[src/logic/tx_fgen_pkg.sv]
// shared constants for the t1 transmit frame maintenance and error injection block
package tx_fgen_pkg;
    // register indices; byte address is four times the index
    localparam logic [7:0] IDX_MODE = 8'h62;
    localparam logic [7:0] IDX_SLC_SA = 8'h67;
    localparam logic [7:0] IDX_ALARM = 8'h6B;
    localparam logic [7:0] IDX_OVERWRITE = 8'h6C;
    localparam logic [7:0] IDX_IRQ_EN = 8'h6D;
    localparam logic [7:0] IDX_IRQ_FLAGS = 8'h6E;
    localparam logic [7:0] IDX_INJECT = 8'h6F;
    localparam int ADDR_W = 10;

    // field positions
    localparam int B_GEN_OFF = 0;
    localparam int B_BYPASS = 2;
    localparam int B_FMT_LO = 4;
    localparam int B_MANUAL_YEL = 0;
    localparam int B_AUTO_YEL = 1;
    localparam int B_FORCE_ONES = 0;
    localparam int B_FORCE_ZEROS = 1;
    localparam int B_ALIGN = 2;
    localparam int B_COPY = 3;
    localparam int B_BFS = 0;
    localparam int B_MFS = 1;
    localparam int B_FT = 0;
    localparam int B_FS = 1;
    localparam int B_CRC = 2;
    localparam int B_DDS = 3;

    typedef enum logic [1:0] {
        FMT_SF = 2'b00,
        FMT_ESF = 2'b01,
        FMT_DM = 2'b10,
        FMT_SLC = 2'b11
    } frame_fmt_e;

    // frame geometry
    localparam logic [7:0] LAST_BIT = 8'd192;
    localparam logic [6:0] MF_SF = 7'd12;
    localparam logic [6:0] MF_ESF = 7'd24;
    localparam logic [6:0] MF_SLC = 7'd72;
    localparam logic [7:0] DDS_FIRST = 8'd185;
    localparam logic [7:0] DDS_LAST = 8'd190;
    localparam logic [2:0] YEL_BIT = 3'h2;

    // f-bit patterns, bit n is the n-th occurrence
    localparam logic [5:0] FS_SF_PAT = 6'h1C;
    localparam logic [5:0] FAS_ESF_PAT = 6'h34;
    localparam logic [11:0] SLC_SYNC_PAT = 12'hE38;
    localparam logic [5:0] SLC_SYNC_LEN = 6'd12;
    localparam logic [5:0] SLC_A_FIRST = 6'd27;
    localparam logic [5:0] SLC_S_FIRST = 6'd29;
    localparam logic [5:0] SLC_S_LAST = 6'd32;
    localparam logic [4:0] CRC_FIRST_FRAME = 5'd1;
    localparam logic [4:0] CRC_LAST_FRAME = 5'd21;
    localparam logic [1:0] ESF_FAS_PHASE = 2'd3;
    localparam logic [1:0] ESF_CRC_PHASE = 2'd1;
endpackage

[src/logic/tx_frame_maint.sv]
// transmit frame generator maintenance: overhead insertion, alarms, overwrites and error injection
`timescale 1ns/1ps
`default_nettype none
module tx_frame_maint (
    input wire logic core_clk,
    input wire logic rst_b,
    input wire logic [9:0] avs_address,
    input wire logic avs_read,
    input wire logic avs_write,
    input wire logic [31:0] avs_writedata,
    output logic [31:0] avs_readdata,
    output logic avs_waitrequest,
    input wire logic red_alarm,
    input wire logic in_valid,
    input wire logic in_bit,
    output logic out_valid,
    output logic out_bit,
    output logic irq
);
    // registers
    logic gen_off;
    logic bypass;
    tx_fgen_pkg::frame_fmt_e fmt;
    logic [5:0] slc_sa;
    logic manual_yel;
    logic auto_yel;
    logic force_ones;
    logic force_zeros;
    logic align_toggle;
    logic copy_en;
    logic [1:0] irq_en;
    logic [1:0] flags;
    logic [3:0] inject;
    logic [3:0] inject_prev;
    logic [3:0] armed;
    logic align_prev;

    // framing state
    logic [7:0] bit_pos;
    logic [6:0] frame_num;
    logic last_f;
    logic [3:0] dl_cnt;
    logic crc_run;
    logic align_pend;
    logic align_dir;

    // bus
    logic ack;
    logic [7:0] idx;
    logic wr_go;
    logic [7:0] wdat;

    function automatic logic [6:0] mf_len(input tx_fgen_pkg::frame_fmt_e f);
        unique case (f)
            tx_fgen_pkg::FMT_SF: mf_len = tx_fgen_pkg::MF_SF;
            tx_fgen_pkg::FMT_ESF: mf_len = tx_fgen_pkg::MF_ESF;
            tx_fgen_pkg::FMT_DM: mf_len = tx_fgen_pkg::MF_SF;
            tx_fgen_pkg::FMT_SLC: mf_len = tx_fgen_pkg::MF_SLC;
        endcase
    endfunction

    assign idx = avs_address[9:2];
    assign wdat = avs_writedata[7:0];
    // one wait state: the request is decoded in the first cycle and served in the second
    assign avs_waitrequest = (avs_read | avs_write) & ~ack;
    assign wr_go = avs_write & ack;

    always_ff @(posedge core_clk) begin
        if (!rst_b) begin
            ack <= 1'b0;
        end else begin
            ack <= (avs_read | avs_write) & ~ack;
        end
    end

    always_ff @(posedge core_clk) begin
        if (!rst_b) begin
            avs_readdata <= 32'h0000_0000;
        end else if (avs_read & ~ack) begin
            unique case (idx)
                tx_fgen_pkg::IDX_MODE:
                    avs_readdata <= {26'h0, fmt, 1'b0, bypass, 1'b0, gen_off};
                tx_fgen_pkg::IDX_SLC_SA:
                    avs_readdata <= {26'h0, slc_sa};
                tx_fgen_pkg::IDX_ALARM:
                    avs_readdata <= {30'h0, auto_yel, manual_yel};
                tx_fgen_pkg::IDX_OVERWRITE:
                    avs_readdata <= {28'h0, copy_en, align_toggle, force_zeros, force_ones};
                tx_fgen_pkg::IDX_IRQ_EN:
                    avs_readdata <= {30'h0, irq_en};
                tx_fgen_pkg::IDX_IRQ_FLAGS:
                    avs_readdata <= {30'h0, flags};
                tx_fgen_pkg::IDX_INJECT:
                    avs_readdata <= {28'h0, inject};
                default:
                    avs_readdata <= 32'h0000_0000;
            endcase
        end
    end

    always_ff @(posedge core_clk) begin
        if (!rst_b) begin
            gen_off <= 1'b0;
            bypass <= 1'b0;
            fmt <= tx_fgen_pkg::FMT_SF;
            slc_sa <= 6'h00;
            manual_yel <= 1'b0;
            auto_yel <= 1'b0;
            force_ones <= 1'b0;
            force_zeros <= 1'b0;
            align_toggle <= 1'b0;
            copy_en <= 1'b0;
            irq_en <= 2'h0;
        end else if (wr_go) begin
            unique case (idx)
                tx_fgen_pkg::IDX_MODE: begin
                    gen_off <= wdat[tx_fgen_pkg::B_GEN_OFF];
                    bypass <= wdat[tx_fgen_pkg::B_BYPASS];
                    fmt <= tx_fgen_pkg::frame_fmt_e'(wdat[tx_fgen_pkg::B_FMT_LO +: 2]);
                end
                tx_fgen_pkg::IDX_SLC_SA: slc_sa <= wdat[5:0];
                tx_fgen_pkg::IDX_ALARM: begin
                    manual_yel <= wdat[tx_fgen_pkg::B_MANUAL_YEL];
                    auto_yel <= wdat[tx_fgen_pkg::B_AUTO_YEL];
                end
                tx_fgen_pkg::IDX_OVERWRITE: begin
                    force_ones <= wdat[tx_fgen_pkg::B_FORCE_ONES];
                    force_zeros <= wdat[tx_fgen_pkg::B_FORCE_ZEROS];
                    align_toggle <= wdat[tx_fgen_pkg::B_ALIGN];
                    copy_en <= wdat[tx_fgen_pkg::B_COPY];
                end
                tx_fgen_pkg::IDX_IRQ_EN: irq_en <= wdat[1:0];
                default: ;
            endcase
        end
    end

    // position decode for the bit now entering
    logic f_pos;
    logic odd_frame;
    logic [5:0] pair_idx;
    logic [1:0] esf_phase;
    logic [3:0] esf_grp;
    logic gen_on;
    logic sf_like;
    logic yellow;
    logic frame_first;
    logic mf_first;

    assign f_pos = (bit_pos == 8'd0);
    assign odd_frame = ~frame_num[0];
    assign pair_idx = frame_num[6:1];
    assign esf_phase = frame_num[1:0];
    assign esf_grp = frame_num[5:2];
    assign gen_on = ~gen_off;
    assign sf_like = (fmt != tx_fgen_pkg::FMT_ESF);
    assign yellow = manual_yel | (auto_yel & red_alarm);
    assign frame_first = in_valid & f_pos;
    assign mf_first = frame_first & (frame_num == 7'd0);

    // injection points reached by the current bit
    logic at_ft;
    logic at_fs;
    logic at_crc;
    logic at_dds;
    logic [3:0] done;

    assign at_ft = in_valid & f_pos & gen_on & sf_like & odd_frame;
    always_comb begin
        at_fs = 1'b0;
        if (in_valid & f_pos & gen_on) begin
            unique case (fmt)
                tx_fgen_pkg::FMT_SF,
                tx_fgen_pkg::FMT_DM: at_fs = ~odd_frame;
                tx_fgen_pkg::FMT_ESF: at_fs = (esf_phase == tx_fgen_pkg::ESF_FAS_PHASE);
                tx_fgen_pkg::FMT_SLC: at_fs = ~odd_frame & (pair_idx < tx_fgen_pkg::SLC_SYNC_LEN);
            endcase
        end
    end
    assign at_crc = in_valid & f_pos & gen_on & (fmt == tx_fgen_pkg::FMT_ESF)
                    & (esf_phase == tx_fgen_pkg::ESF_CRC_PHASE)
                    & (armed[tx_fgen_pkg::B_CRC] | crc_run);
    assign at_dds = in_valid & gen_on & (fmt == tx_fgen_pkg::FMT_DM)
                    & (bit_pos >= tx_fgen_pkg::DDS_FIRST) & (bit_pos <= tx_fgen_pkg::DDS_LAST)
                    & armed[tx_fgen_pkg::B_DDS];

    // an inversion only starts at a pattern's first bit, so exactly one whole pattern flips
    logic dds_go;

    always_ff @(posedge core_clk) begin
        if (!rst_b) begin
            dds_go <= 1'b0;
        end else if (at_dds & (bit_pos == tx_fgen_pkg::DDS_FIRST)) begin
            dds_go <= 1'b1;
        end else if (at_dds & (bit_pos == tx_fgen_pkg::DDS_LAST)) begin
            dds_go <= 1'b0;
        end
    end

    always_comb begin
        done = 4'h0;
        done[tx_fgen_pkg::B_FT] = at_ft & armed[tx_fgen_pkg::B_FT];
        done[tx_fgen_pkg::B_FS] = at_fs & armed[tx_fgen_pkg::B_FS];
        done[tx_fgen_pkg::B_CRC] = at_crc & crc_run & (esf_grp == 4'd5);
        done[tx_fgen_pkg::B_DDS] = at_dds & dds_go & (bit_pos == tx_fgen_pkg::DDS_LAST);
    end

    always_ff @(posedge core_clk) begin
        if (!rst_b) begin
            crc_run <= 1'b0;
        end else if (at_crc & ~crc_run & (frame_num[4:0] == tx_fgen_pkg::CRC_FIRST_FRAME)) begin
            crc_run <= 1'b1;
        end else if (at_crc & crc_run & (frame_num[4:0] == tx_fgen_pkg::CRC_LAST_FRAME)) begin
            crc_run <= 1'b0;
        end
    end

    // inject bits: software sets, hardware clears when done; a fresh write wins
    always_ff @(posedge core_clk) begin
        if (!rst_b) begin
            inject <= 4'h0;
        end else if (wr_go & (idx == tx_fgen_pkg::IDX_INJECT)) begin
            inject <= wdat[3:0];
        end else begin
            inject <= inject & ~done;
        end
    end

    always_ff @(posedge core_clk) begin
        if (!rst_b) begin
            inject_prev <= 4'h0;
            align_prev <= 1'b0;
        end else begin
            inject_prev <= inject;
            align_prev <= align_toggle;
        end
    end

    always_ff @(posedge core_clk) begin
        if (!rst_b) begin
            armed <= 4'h0;
        end else begin
            armed <= ((armed & ~done) | (inject & ~inject_prev)) & inject;
        end
    end

    // alignment shift: rising edge drops a position, falling edge repeats one
    always_ff @(posedge core_clk) begin
        if (!rst_b) begin
            align_pend <= 1'b0;
            align_dir <= 1'b0;
        end else if (align_toggle != align_prev) begin
            align_pend <= 1'b1;
            align_dir <= align_toggle;
        end else if (in_valid) begin
            align_pend <= 1'b0;
        end
    end

    logic [7:0] step_pos;
    logic [6:0] step_frame;
    logic [1:0] steps;
    always_comb begin
        steps = 2'd1;
        if (align_pend) begin
            steps = align_dir ? 2'd2 : 2'd0;
        end
        step_pos = bit_pos;
        step_frame = frame_num;
        for (int i = 0; i < 2; i++) begin
            if (i < int'(steps)) begin
                if (step_pos == tx_fgen_pkg::LAST_BIT) begin
                    step_pos = 8'd0;
                    step_frame = (step_frame == mf_len(fmt) - 7'd1) ? 7'd0 : step_frame + 7'd1;
                end else begin
                    step_pos = step_pos + 8'd1;
                end
            end
        end
    end

    always_ff @(posedge core_clk) begin
        if (!rst_b) begin
            bit_pos <= 8'd0;
            frame_num <= 7'd0;
        end else if (in_valid) begin
            bit_pos <= step_pos;
            frame_num <= (step_frame >= mf_len(fmt)) ? 7'd0 : step_frame;
        end
    end

    // f-bit value
    logic f_val;
    always_comb begin
        f_val = in_bit;
        if (gen_on) begin
            unique case (fmt)
                tx_fgen_pkg::FMT_SF,
                tx_fgen_pkg::FMT_DM: begin
                    f_val = odd_frame ? ~pair_idx[0] : tx_fgen_pkg::FS_SF_PAT[pair_idx[2:0]];
                end
                tx_fgen_pkg::FMT_ESF: begin
                    if (esf_phase == tx_fgen_pkg::ESF_FAS_PHASE) begin
                        f_val = tx_fgen_pkg::FAS_ESF_PAT[esf_grp[2:0]];
                    end else if (odd_frame & yellow) begin
                        f_val = ~dl_cnt[3];
                    end
                end
                tx_fgen_pkg::FMT_SLC: begin
                    if (odd_frame) begin
                        f_val = ~pair_idx[0];
                    end else if (pair_idx < tx_fgen_pkg::SLC_SYNC_LEN) begin
                        f_val = tx_fgen_pkg::SLC_SYNC_PAT[pair_idx[3:0]];
                    end else if (!bypass && pair_idx >= tx_fgen_pkg::SLC_A_FIRST
                                 && pair_idx <= tx_fgen_pkg::SLC_S_LAST) begin
                        // a1,a2 then s1..s4 in order, low bit first
                        f_val = slc_sa[3'(pair_idx - tx_fgen_pkg::SLC_A_FIRST)];
                    end
                end
            endcase
        end
        if (done[tx_fgen_pkg::B_FT] | done[tx_fgen_pkg::B_FS] | (at_crc & (crc_run | armed[tx_fgen_pkg::B_CRC] & (frame_num[4:0] == tx_fgen_pkg::CRC_FIRST_FRAME)))) begin
            f_val = ~f_val;
        end
    end

    always_ff @(posedge core_clk) begin
        if (!rst_b) begin
            dl_cnt <= 4'h0;
        end else if (in_valid & f_pos & odd_frame & (fmt == tx_fgen_pkg::FMT_ESF)) begin
            dl_cnt <= dl_cnt + 4'h1;
        end
    end

    // outgoing bit
    logic next_bit;
    always_comb begin
        next_bit = in_bit;
        if (f_pos) begin
            next_bit = f_val;
        end else if (gen_on & copy_en & (bit_pos == 8'd1)) begin
            next_bit = last_f;
        end else if (sf_like & yellow & (bit_pos[2:0] == tx_fgen_pkg::YEL_BIT)) begin
            next_bit = 1'b0;
        end
        if (at_dds & (dds_go | (bit_pos == tx_fgen_pkg::DDS_FIRST))) begin
            next_bit = ~next_bit;
        end
        if (force_ones) begin
            next_bit = 1'b1;
        end else if (force_zeros) begin
            next_bit = 1'b0;
        end
    end

    always_ff @(posedge core_clk) begin
        if (!rst_b) begin
            last_f <= 1'b0;
        end else if (in_valid & f_pos) begin
            last_f <= f_val;
        end
    end

    always_ff @(posedge core_clk) begin
        if (!rst_b) begin
            out_valid <= 1'b0;
            out_bit <= 1'b0;
        end else begin
            out_valid <= in_valid;
            out_bit <= in_valid ? next_bit : out_bit;
        end
    end

    // start flags: a set in the same cycle as a write-one clear wins
    always_ff @(posedge core_clk) begin
        if (!rst_b) begin
            flags <= 2'h0;
        end else begin
            flags[tx_fgen_pkg::B_MFS] <= mf_first
                | (flags[tx_fgen_pkg::B_MFS]
                   & ~(wr_go & (idx == tx_fgen_pkg::IDX_IRQ_FLAGS) & wdat[tx_fgen_pkg::B_MFS]));
            flags[tx_fgen_pkg::B_BFS] <= frame_first
                | (flags[tx_fgen_pkg::B_BFS]
                   & ~(wr_go & (idx == tx_fgen_pkg::IDX_IRQ_FLAGS) & wdat[tx_fgen_pkg::B_BFS]));
        end
    end

    always_ff @(posedge core_clk) begin
        if (!rst_b) begin
            irq <= 1'b0;
        end else begin
            irq <= |(flags & irq_en);
        end
    end
endmodule
`default_nettype wire

[config.mk]
export PLATFORM = sky130hd
export DESIGN_NAME = tx_frame_maint
export DESIGN_NICKNAME = d
export VERILOG_FILES = /design/src/logic/tx_fgen_pkg.sv /design/src/logic/tx_frame_maint.sv
export SDC_FILE = /design/constraint.sdc
export NUM_CORES = 1
export LEC_CHECK = 0
export ABC_AREA = 1
export BUFFER_PORTS_ARGS = -buffer_cell sky130_fd_sc_hd__buf_2
export CELL_PAD_IN_SITES_DETAIL_PLACEMENT = 2
export CELL_PAD_IN_SITES_GLOBAL_PLACEMENT = 2
export CORE_ASPECT_RATIO = 0.8
export CORE_MARGIN = 1
export CORE_UTILIZATION = 33
export DETAILED_ROUTE_END_ITERATION = 8
export PLACE_DENSITY = 0.91
export SYNTH_ARGS = -nofsm -noshare
export SYNTH_HDL_FRONTEND = slang
export SYNTH_SLANG_ARGS = --single-unit
[constraint.sdc]
create_clock -name core_clk -period 11.6 [get_ports core_clk]
set_clock_uncertainty 0.2 [all_clocks]
set_input_delay 1.16 -clock core_clk [delete_from_list [all_inputs] [get_ports core_clk]]
set_output_delay 1.16 -clock core_clk [all_outputs]
set_load 0.03 [all_outputs]
==> flow_summary.json, run 1 <==
{
  "area_growth_pct": 10.2,
  "fin_crit_sh": 0.417,
  "cts.clk_slew.worst_paths_ns": 0.06,
  "cts_tree": "done",
  "clk_latency_ns": 0.34,
  "period_minus_slack_ns": 4.84,
  "clock_sinks": 70,
  "cts_buffers": 9,
  "tightestPinTransition_ns": 1.04,
  "hold_path_class": "flop to flop",
  "synth.ff_latch_count": 70,
  "io_pins": 85,
  "irDropWorstVdd_mv": 0.0814,
  "use_met2": 0.452,
  "grt_pass1_wl_um": 28900,
  "grtUsageMet3": 0.0346,
  "powerDensity_nw_per_um2": 110,
  "synth.distinct_cells": 46,
  "crit_path_max_incr_delay_ns": 0.40,
  "gp_congestion": 0.861,
  "max_freq_mhz": 207,
  "postSynth.topFlopCell": "dfxtp_1",
  "reg2regPathDepth": 31,
  "synth-edff-count": 0,
  "rsz0062_at_grt": "false",
  "drc": 0,
  "final_common_cell": "nand2_1",
  "initial_core_util": 0.344,
  "n_antenna_cell": 0,
  "n_fill_cell": 1670,
  "vias_per_cell": 5.40,
  "end_kind": "flop",
  "core_area_um2": 13800,
  "firstDrtPassIters": 4,
  "maxCapViolCount": 0,
  "final_cell_mix": "nand2_1, inv_1, dfxtp_1",
  "antenna_found_initial": 0,
  "cts_setup_buffers": 0,
  "cpMaxStageDelayCell": "dfxtp_1",
  "die_x_um": 136,
  "clockRootBuffer": "clkbuf_16",
  "synth_async_sr_flop_share": 0,
  "syn_area_um2": 4760,
  "worstPathMaxFanout": 13,
  "post-dp-hpwl_um": 13400,
  "die_area_um2": 14900,
  "portBuffers": 30,
  "crit_arrival_ns": 4.87,
  "antenna_left": 0,
  "grtUsageTotal": 0.253,
  "finalHoldViolCount": 0,
  "drt_iter0_drc": 220,
  "tns_ns": 0,
  "grtUsageMet1": 0.319,
  "crit_type": "flop to flop",
  "ctsHoldBuffers": 0,
  "setup_violations": 0,
  "die_h_um": 109,
  "netlist_instances": 721,
  "status": "finished clean",
  "r2r_start": "bit_pos[0]",
  "drive_gt1_frac": 0.133,
  "grt_max_degree": 35,
  "grt_overflow": 0,
  "r2r_slack_ns": 6.76,
  "wl_per_cell_um": 19.5,
  "rows": 38,
  "worstPathRequired_ns": 11.63,
  "final_nets": 811,
  "power.leakage_nw": 2.30,
  "dr_total_vias": 5025,
  "cp_common_cell": "inv_1",
  "yosys_warnings": 0,
  "relSlewSlack": 0.302,
  "ys_seq_area_frac": 0.294,
  "cts_resized": 0,
  "grt_pass1_vias": 5513,
  "cp-startpoint": "bit_pos[0]",
  "cts.path.max_buffers": 2,
  "wirelength_um": 18200,
  "slew_violations": 0,
  "grt-busiest-layer": "met2",
  "cp-start-kind": "flop",
  "final_core_util": 0.379,
  "clock_tree.htree_level_count": 3,
  "synth_area_per_cell_um2": 6.61
}
-- state kept, by name, indices dropped and copies added (netlist names), 2 cells and up, named ones only --
signal        flops
bit_pos           8
frame_num         7
avs_readdata      6
slc_sa            6
armed             4
dl_cnt            4
inject            4
inject_prev       4
flags             2
fmt               2
irq_en            2
-- worst max-delay path, delay by kind of cell, from the launching register on --
kind / cells / cell delay (ns)
DFF: 1 / 0.40
and+or+nand+nor: 20 / 2.54
buffers and inverters: 6 / 0.49
adders and majority gates: 3 / 0.77
AOI/OAI and AO/OA: 2 / 0.29
-- layer usage --
metal | wire length (um) | share of wire
met4 | 199 | 0.011
met5 | 0 | 0
met2 | 9020 | 0.50
met3 | 665 | 0.037
met1 | 8310 | 0.46
-- power breakdown --
group / leakage, nW / total (mW) / switching, mW / internal, mW
combinational: 1.59 / 0.0572 / 0.0442 / 0.0130
clock: 0.138 / 0.270 / 0.114 / 0.156
sequential: 0.566 / 0.247 / 0.00383 / 0.244
-- stage by stage --
stage               power [mW]  setup WS, ns  std cells  hold slack [ns]  instance area, um2
floorplan                0.297          7.70        746            0.186                4860
global placement         0.305          7.11        915            0.190                4960
detailed placement       0.308          6.87        915            0.202                4960
CTS                      0.580          6.78        931            0.209                5250
global route             0.592          6.40        931            0.217                5250
finish                   0.575          6.76        931            0.205                5250
-- final cells by class --
class	instances	area [um2]	area share
Sequential cell	70	1400	0.267
Tap cell	180	225	0.0429
Clock inverter	5	33.8	0.00644
Inverter	106	398	0.0758
Multi-Input combinational cell	528	2780	0.530
Clock buffer	11	253	0.0482
Timing Repair Buffer	31	158	0.0300
-- synth_stat cells (4+ instances only) --
cell type | number | area share
dfxtp_1 | 70 | 0.29
nand2_1 | 160 | 0.13
inv_2 | 7 | 0.0055
nand3_2 | 10 | 0.021
nand3b_1 | 5 | 0.0079
nor2_4 | 4 | 0.0095
nand4_1 | 22 | 0.029
nor3_1 | 16 | 0.017
xor2_1 | 4 | 0.0074
ha_1 | 16 | 0.042
nor4_1 | 6 | 0.0079
clkbuf_1 | 10 | 0.0079
o21ai_0 | 36 | 0.038
nand2_2 | 14 | 0.018
a21oi_1 | 66 | 0.069
nand3_1 | 47 | 0.049
nor2_2 | 5 | 0.0066
nor2_1 | 51 | 0.040
buf_4 | 27 | 0.043
o22ai_1 | 5 | 0.0066
o211ai_1 | 5 | 0.0079
inv_1 | 98 | 0.077
-- worst min path at each step --
stage	slack, ns	start	to	cells past startpoint
global route	0.22	inject_prev[2]	armed[2]	1
floorplan	0.19	inject_prev[0]	armed[0]	1
global placement	0.19	inject_prev[3]	armed[3]	1
CTS	0.21	inject_prev[3]	armed[3]	1
detailed placement	0.20	inject_prev[2]	armed[2]	1
finish	0.21	inject_prev[2]	armed[2]	1
-- kinds of logic after synthesis --
family	Yosys count	share of synthesized area
AND/OR/NAND/NOR	352	0.360
buffers and inverters	148	0.142
AO/OA/AOI/OAI	130	0.154
flip-flops	70	0.294
adder cells (fa/ha/maj)	16	0.0420
XOR/XNOR	4	0.00735
other	1	0.000787
Power figures use the tool's default switching activity.
==> run 2, diff against run 1 <==
CORE_UTILIZATION = 31   (was 33)
PLACE_DENSITY = 0.86   (was 0.91)
clock period = 4.6 ns   (was 11.6 ns; I/O delays follow)
==> run 2 against run 1 <==
  * Maximum frequency increased by 14%
  * Worst setup slack got worse by 6.4 ns
  * Register-to-register slack got worse by 6.4 ns
  * Wire length fell by 2.6%
  * Power grew to 2.8 times the previous value
  * First-iteration DRC count rose by 41%
  * Via count down 0.34%
==> flow_summary.json, run 2 (synthesis gave the netlist of run 1 again) <==
{
  "status": "finished clean",
  "final_common_cell": "nand2_1",
  "wl_per_cell_um": 18.7,
  "clk_latency_ns": 0.34,
  "antenna_left": 0,
  "cts.clk_slew.worst_paths_ns": 0.06,
  "slew_violations": 0,
  "grt_pass1_wl_um": 28400,
  "grt_pass1_vias": 5363,
  "powerDensity_nw_per_um2": 297,
  "final_cell_mix": "nand2_1, inv_1, dfxtp_1",
  "n_antenna_cell": 0,
  "drc": 0,
  "regMostFlops": "bit_pos",
  "core_area_um2": 15000,
  "wirelength_um": 17700,
  "finalHoldViolCount": 0,
  "ctsHoldBuffers": 0,
  "cp-start-kind": "flop",
  "vias_per_cell": 5.29,
  "clockRootBuffer": "clkbuf_16",
  "stdcell_count": 947,
  "io_pins": 85,
  "final_nets": 819,
  "power.leakage_nw": 2.39,
  "die_area_um2": 15900,
  "period_minus_slack_ns": 4.24,
  "area_growth_pct": 14.0,
  "clock_tree.htree_level_count": 3,
  "maxCapViolCount": 0,
  "largest_reg_flops": 8,
  "grt_max_degree": 35,
  "cp_common_cell": "inv_1",
  "largestRegisters": "bit_pos (8), frame_num (7)",
  "clock_sinks": 70,
  "worstPathMaxFanout": 6,
  "die_x_um": 141,
  "grtUsageTotal": 0.229,
  "rsz0062_at_grt": "false",
  "tightestPinTransition_ns": 1.07,
  "crit_path_max_incr_delay_ns": 0.36,
  "cp_num_buf_inv": 6,
  "die_h_um": 113,
  "placedCellCount": 929,
  "max_freq_mhz": 236,
  "initial_core_util": 0.317,
  "setup_violations": 0,
  "worstPathRequired_ns": 4.63,
  "crit_arrival_ns": 4.26,
  "whs_ns": 0.208,
  "grt_overflow": 0,
  "rows": 40,
  "antenna_found_initial": 0,
  "cp_top_family": "simple AND/OR/NAND/NOR gates",
  "dr_total_vias": 5008,
  "cts.path.max_buffers": 2,
  "portBuffers": 30,
  "firstDrtPassIters": 5,
  "cpMaxStageDelayCell": "dfxtp_2",
  "drt_iter0_drc": 310,
  "irDropWorstVdd_mv": 0.226,
  "relSlewSlack": 0.279,
  "fin_crit_sh": 0.921,
  "end_kind": "flop",
  "cts_buffers": 9,
  "drive_gt1_frac": 0.150,
  "post-dp-hpwl_um": 13500,
  "cts_tree": "done",
  "crit_type": "flop to flop",
  "hold_path_class": "flop to flop",
  "gp_congestion": 0.893
}
run 2: changes by cell type in the layout (fill, tap and decap cells not counted), sizes merged:
| cell | delta |
|---|---|
| clkinvlp | -2 |
| clkinv | -3 |
| buf | +8 |
| bufinv | +3 |
| clkbuf | +1 |
run 2: timing repair:
item,CTS,global route
setup buffers,1,2
pin swaps,1,1
gates resized for setup,0,9
setup endpoints to repair,1,9
run 2: area by class of cell:
class | count | area (um2)
inverter | 106 | 398
multi-input combinational | 528 | 2820
timing repair buffer | 39 | 218
fill | 1797 | 9590
clock buffer | 12 | 267
clock inverter | 3 | 90.1
tap | 189 | 236
sequential | 70 | 1400
run 2: worst paths after layout:
path / cells past startpoint / end / start / slack [ns]
worst max-delay path: 31 / flop / bit_pos[1] / 0.36
worst min-delay path: 1 / armed[2] / inject_prev[2] / 0.21
worst max register to register: 31 / flop / bit_pos[1] / 0.36
worst min register to register: 1 / armed[2] / inject_prev[2] / 0.21
run 2: metrics by stage:
stage                     power, mW  worst slack [ns]  setup TNS, ns  instance area [um2]  utilization
after floorplan               0.749             0.698              0                 4860            -
after global placement        0.772             0.286              0                 5010        0.334
after detailed placement      0.779           -0.0109        -0.0109                 5010        0.334
after CTS                      1.62             0.112              0                 5380        0.358
after global routing           1.66            0.0212              0                 5430        0.362
final                          1.61             0.363              0                 5430        0.362
run 2: where the power goes:
| part | internal [mW] | leakage, nW | switching, mW |
|---|---|---|---|
| sequential | 0.615 | 0.567 | 0.00781 |
| clock | 0.571 | 0.175 | 0.267 |
| combinational | 0.0360 | 1.65 | 0.114 |
run 2: routing by layer:
metal | wire, um | GRT usage | vias to the layer above
met5 | 0 | 0 | -
met4 | 127 | 0.0507 | 0
met3 | 469 | 0.0326 | 12
met2 | 8860 | 0.403 | 63
met1 | 8260 | 0.298 | 2545
li1 | - | - | 2388
==> run 3, diff against run 2 <==
CORE_UTILIZATION = 33   (was 31)
MAX_ROUTING_LAYER = met4   (was not set)
PLACE_DENSITY = 0.91   (was 0.86)
clock period = 5.4 ns   (was 4.6 ns; I/O delays follow)
==> run 3 against run 2 <==
  * Maximum frequency fell by 13%
  * Hold slack got worse by 0.0012 ns
  * First-iteration DRC count fell by 28%
  * Final area fell by 2.4%
  * Via count rose by 0.58%
  * Worst setup slack improved by 0.19 ns
  * Flip-flop and latch count did not move
  * Wire length rose by 5.2%
  * Critical path type unchanged
==> flow_summary.json, run 3 (synthesis gave the netlist of run 1 again) <==
{
  "status": "finished clean",
  "met3_length_um": 711,
  "final_cell_mix": "nand2_1, inv_1, dfxtp_1",
  "die_area_um2": 14900,
  "wl_met1_um": 8300,
  "setup_violations": 0,
  "power.leakage_nw": 2.32,
  "cts_resized": 0,
  "multi_input_area_um2": 2780,
  "cp_num_buf_inv": 7,
  "regMostFlops": "bit_pos",
  "cts_setup_buffers": 0,
  "cts.clk_slew.worst_paths_ns": 0.06,
  "largest_reg_flops": 8,
  "wirelength_um": 18600,
  "antenna_found_initial": 0,
  "vias_per_cell": 5.42,
  "max_freq_mhz": 206,
  "met2_length_um": 9330,
  "drt_iter0_drc": 224,
  "grt_pass1_vias": 5516,
  "fin_crit_sh": 0.898,
  "end_kind": "flop",
  "period_minus_slack_ns": 4.85,
  "hold_path_class": "flop to flop",
  "crit_type": "flop to flop",
  "initial_core_util": 0.344,
  "final_nets": 811,
  "irDropWorstVdd_mv": 0.182,
  "core_area_um2": 13800,
  "area_growth_pct": 11.2,
  "wl_per_cell_um": 20.0,
  "ctsHoldBuffers": 0,
  "grt_max_degree": 35,
  "cp_top_family": "simple AND/OR/NAND/NOR gates",
  "cts_tree": "done",
  "worstPathRequired_ns": 5.47,
  "grt_pass1_wl_um": 29400,
  "cp_common_cell": "inv_1",
  "largestRegisters": "bit_pos (8), frame_num (7)",
  "firstDrtPassIters": 4,
  "portBuffers": 30,
  "drc": 0,
  "die_h_um": 109,
  "crit_arrival_ns": 4.92,
  "cts.path.max_buffers": 2,
  "grt_overflow": 0,
  "cp-start-kind": "flop",
  "worstPathMaxFanout": 13,
  "crit_path_max_incr_delay_ns": 0.41,
  "drive_gt1_frac": 0.132,
  "tightestPinTransition_ns": 0.944,
  "rows": 38,
  "relSlewSlack": 0.365,
  "clock_sinks": 70,
  "top_layer": "met4",
  "post-dp-hpwl_um": 13400,
  "maxCapViolCount": 0,
  "regArea_um2": 1400,
  "powerDensity_nw_per_um2": 256,
  "grtUsageTotal": 0.269,
  "slew_violations": 0,
  "antenna_left": 0,
  "final_core_util": 0.383,
  "final_common_cell": "nand2_1",
  "finalHoldViolCount": 0,
  "clockRootBuffer": "clkbuf_16",
  "cts_buffers": 9,
  "rsz0062_at_grt": "false",
  "tns_ns": 0,
  "clock_tree.htree_level_count": 3,
  "clk_latency_ns": 0.35,
  "n_fill_cell": 1669,
  "gp_congestion": 0.860,
  "cpMaxStageDelayCell": "dfxtp_1",
  "die_x_um": 136,
  "io_pins": 85,
  "dr_total_vias": 5037,
  "n_antenna_cell": 0
}
run 3: cell types whose count changed in the layout (fill, tap and decap cells not counted), sizes merged:
cell	delta
clkinvlp	+1
buf	-8
clkinv	+2
clkbuf	-3
run 3: power breakdown:
part	switching, mW	internal (mW)
Clock	0.253	0.449
Sequential	0.00833	0.523
Combinational	0.0951	0.0281
run 3: stage by stage:
step / setup slack, ns / hold slack, ns / area, um2 / cells / total power [mW]
finish: 0.553 / 0.206 / 5300 / 930 / 1.36
detailed placement: 0.720 / 0.205 / 4960 / 915 / 0.662
global placement: 1.01 / 0.189 / 4960 / 915 / 0.655
CTS: 0.521 / 0.213 / 5300 / 930 / 1.36
global route: 0.194 / 0.221 / 5300 / 930 / 1.39
floorplan: 1.50 / 0.186 / 4860 / 746 / 0.638
run 3: final cells by class:
| class | count | area share |
|---|---|---|
| well taps | 180 | 0.0425 |
| flip-flops and latches | 70 | 0.264 |
| clock inverters | 6 | 0.0210 |
| inverters | 106 | 0.0751 |
| repair buffers | 31 | 0.0298 |
| multi-input cells | 528 | 0.525 |
| clock buffers | 9 | 0.0425 |
run 3: final timing paths:
kind                        from  endpoint  slack (ns)  depth (start not counted)
setup / recovery      bit_pos[0]      flop        0.55                         32
hold / removal    inject_prev[2]  armed[2]        0.21                          1
setup reg to reg      bit_pos[0]      flop        0.55                         32
hold reg to reg   inject_prev[2]  armed[2]        0.21                          1
run 3: per-layer routing:
layer,up-vias,global-route usage
met2,123,0.459
met5,-,-
met1,2516,0.323
li1,2369,-
met3,29,0.0493
met4,0,0.0794
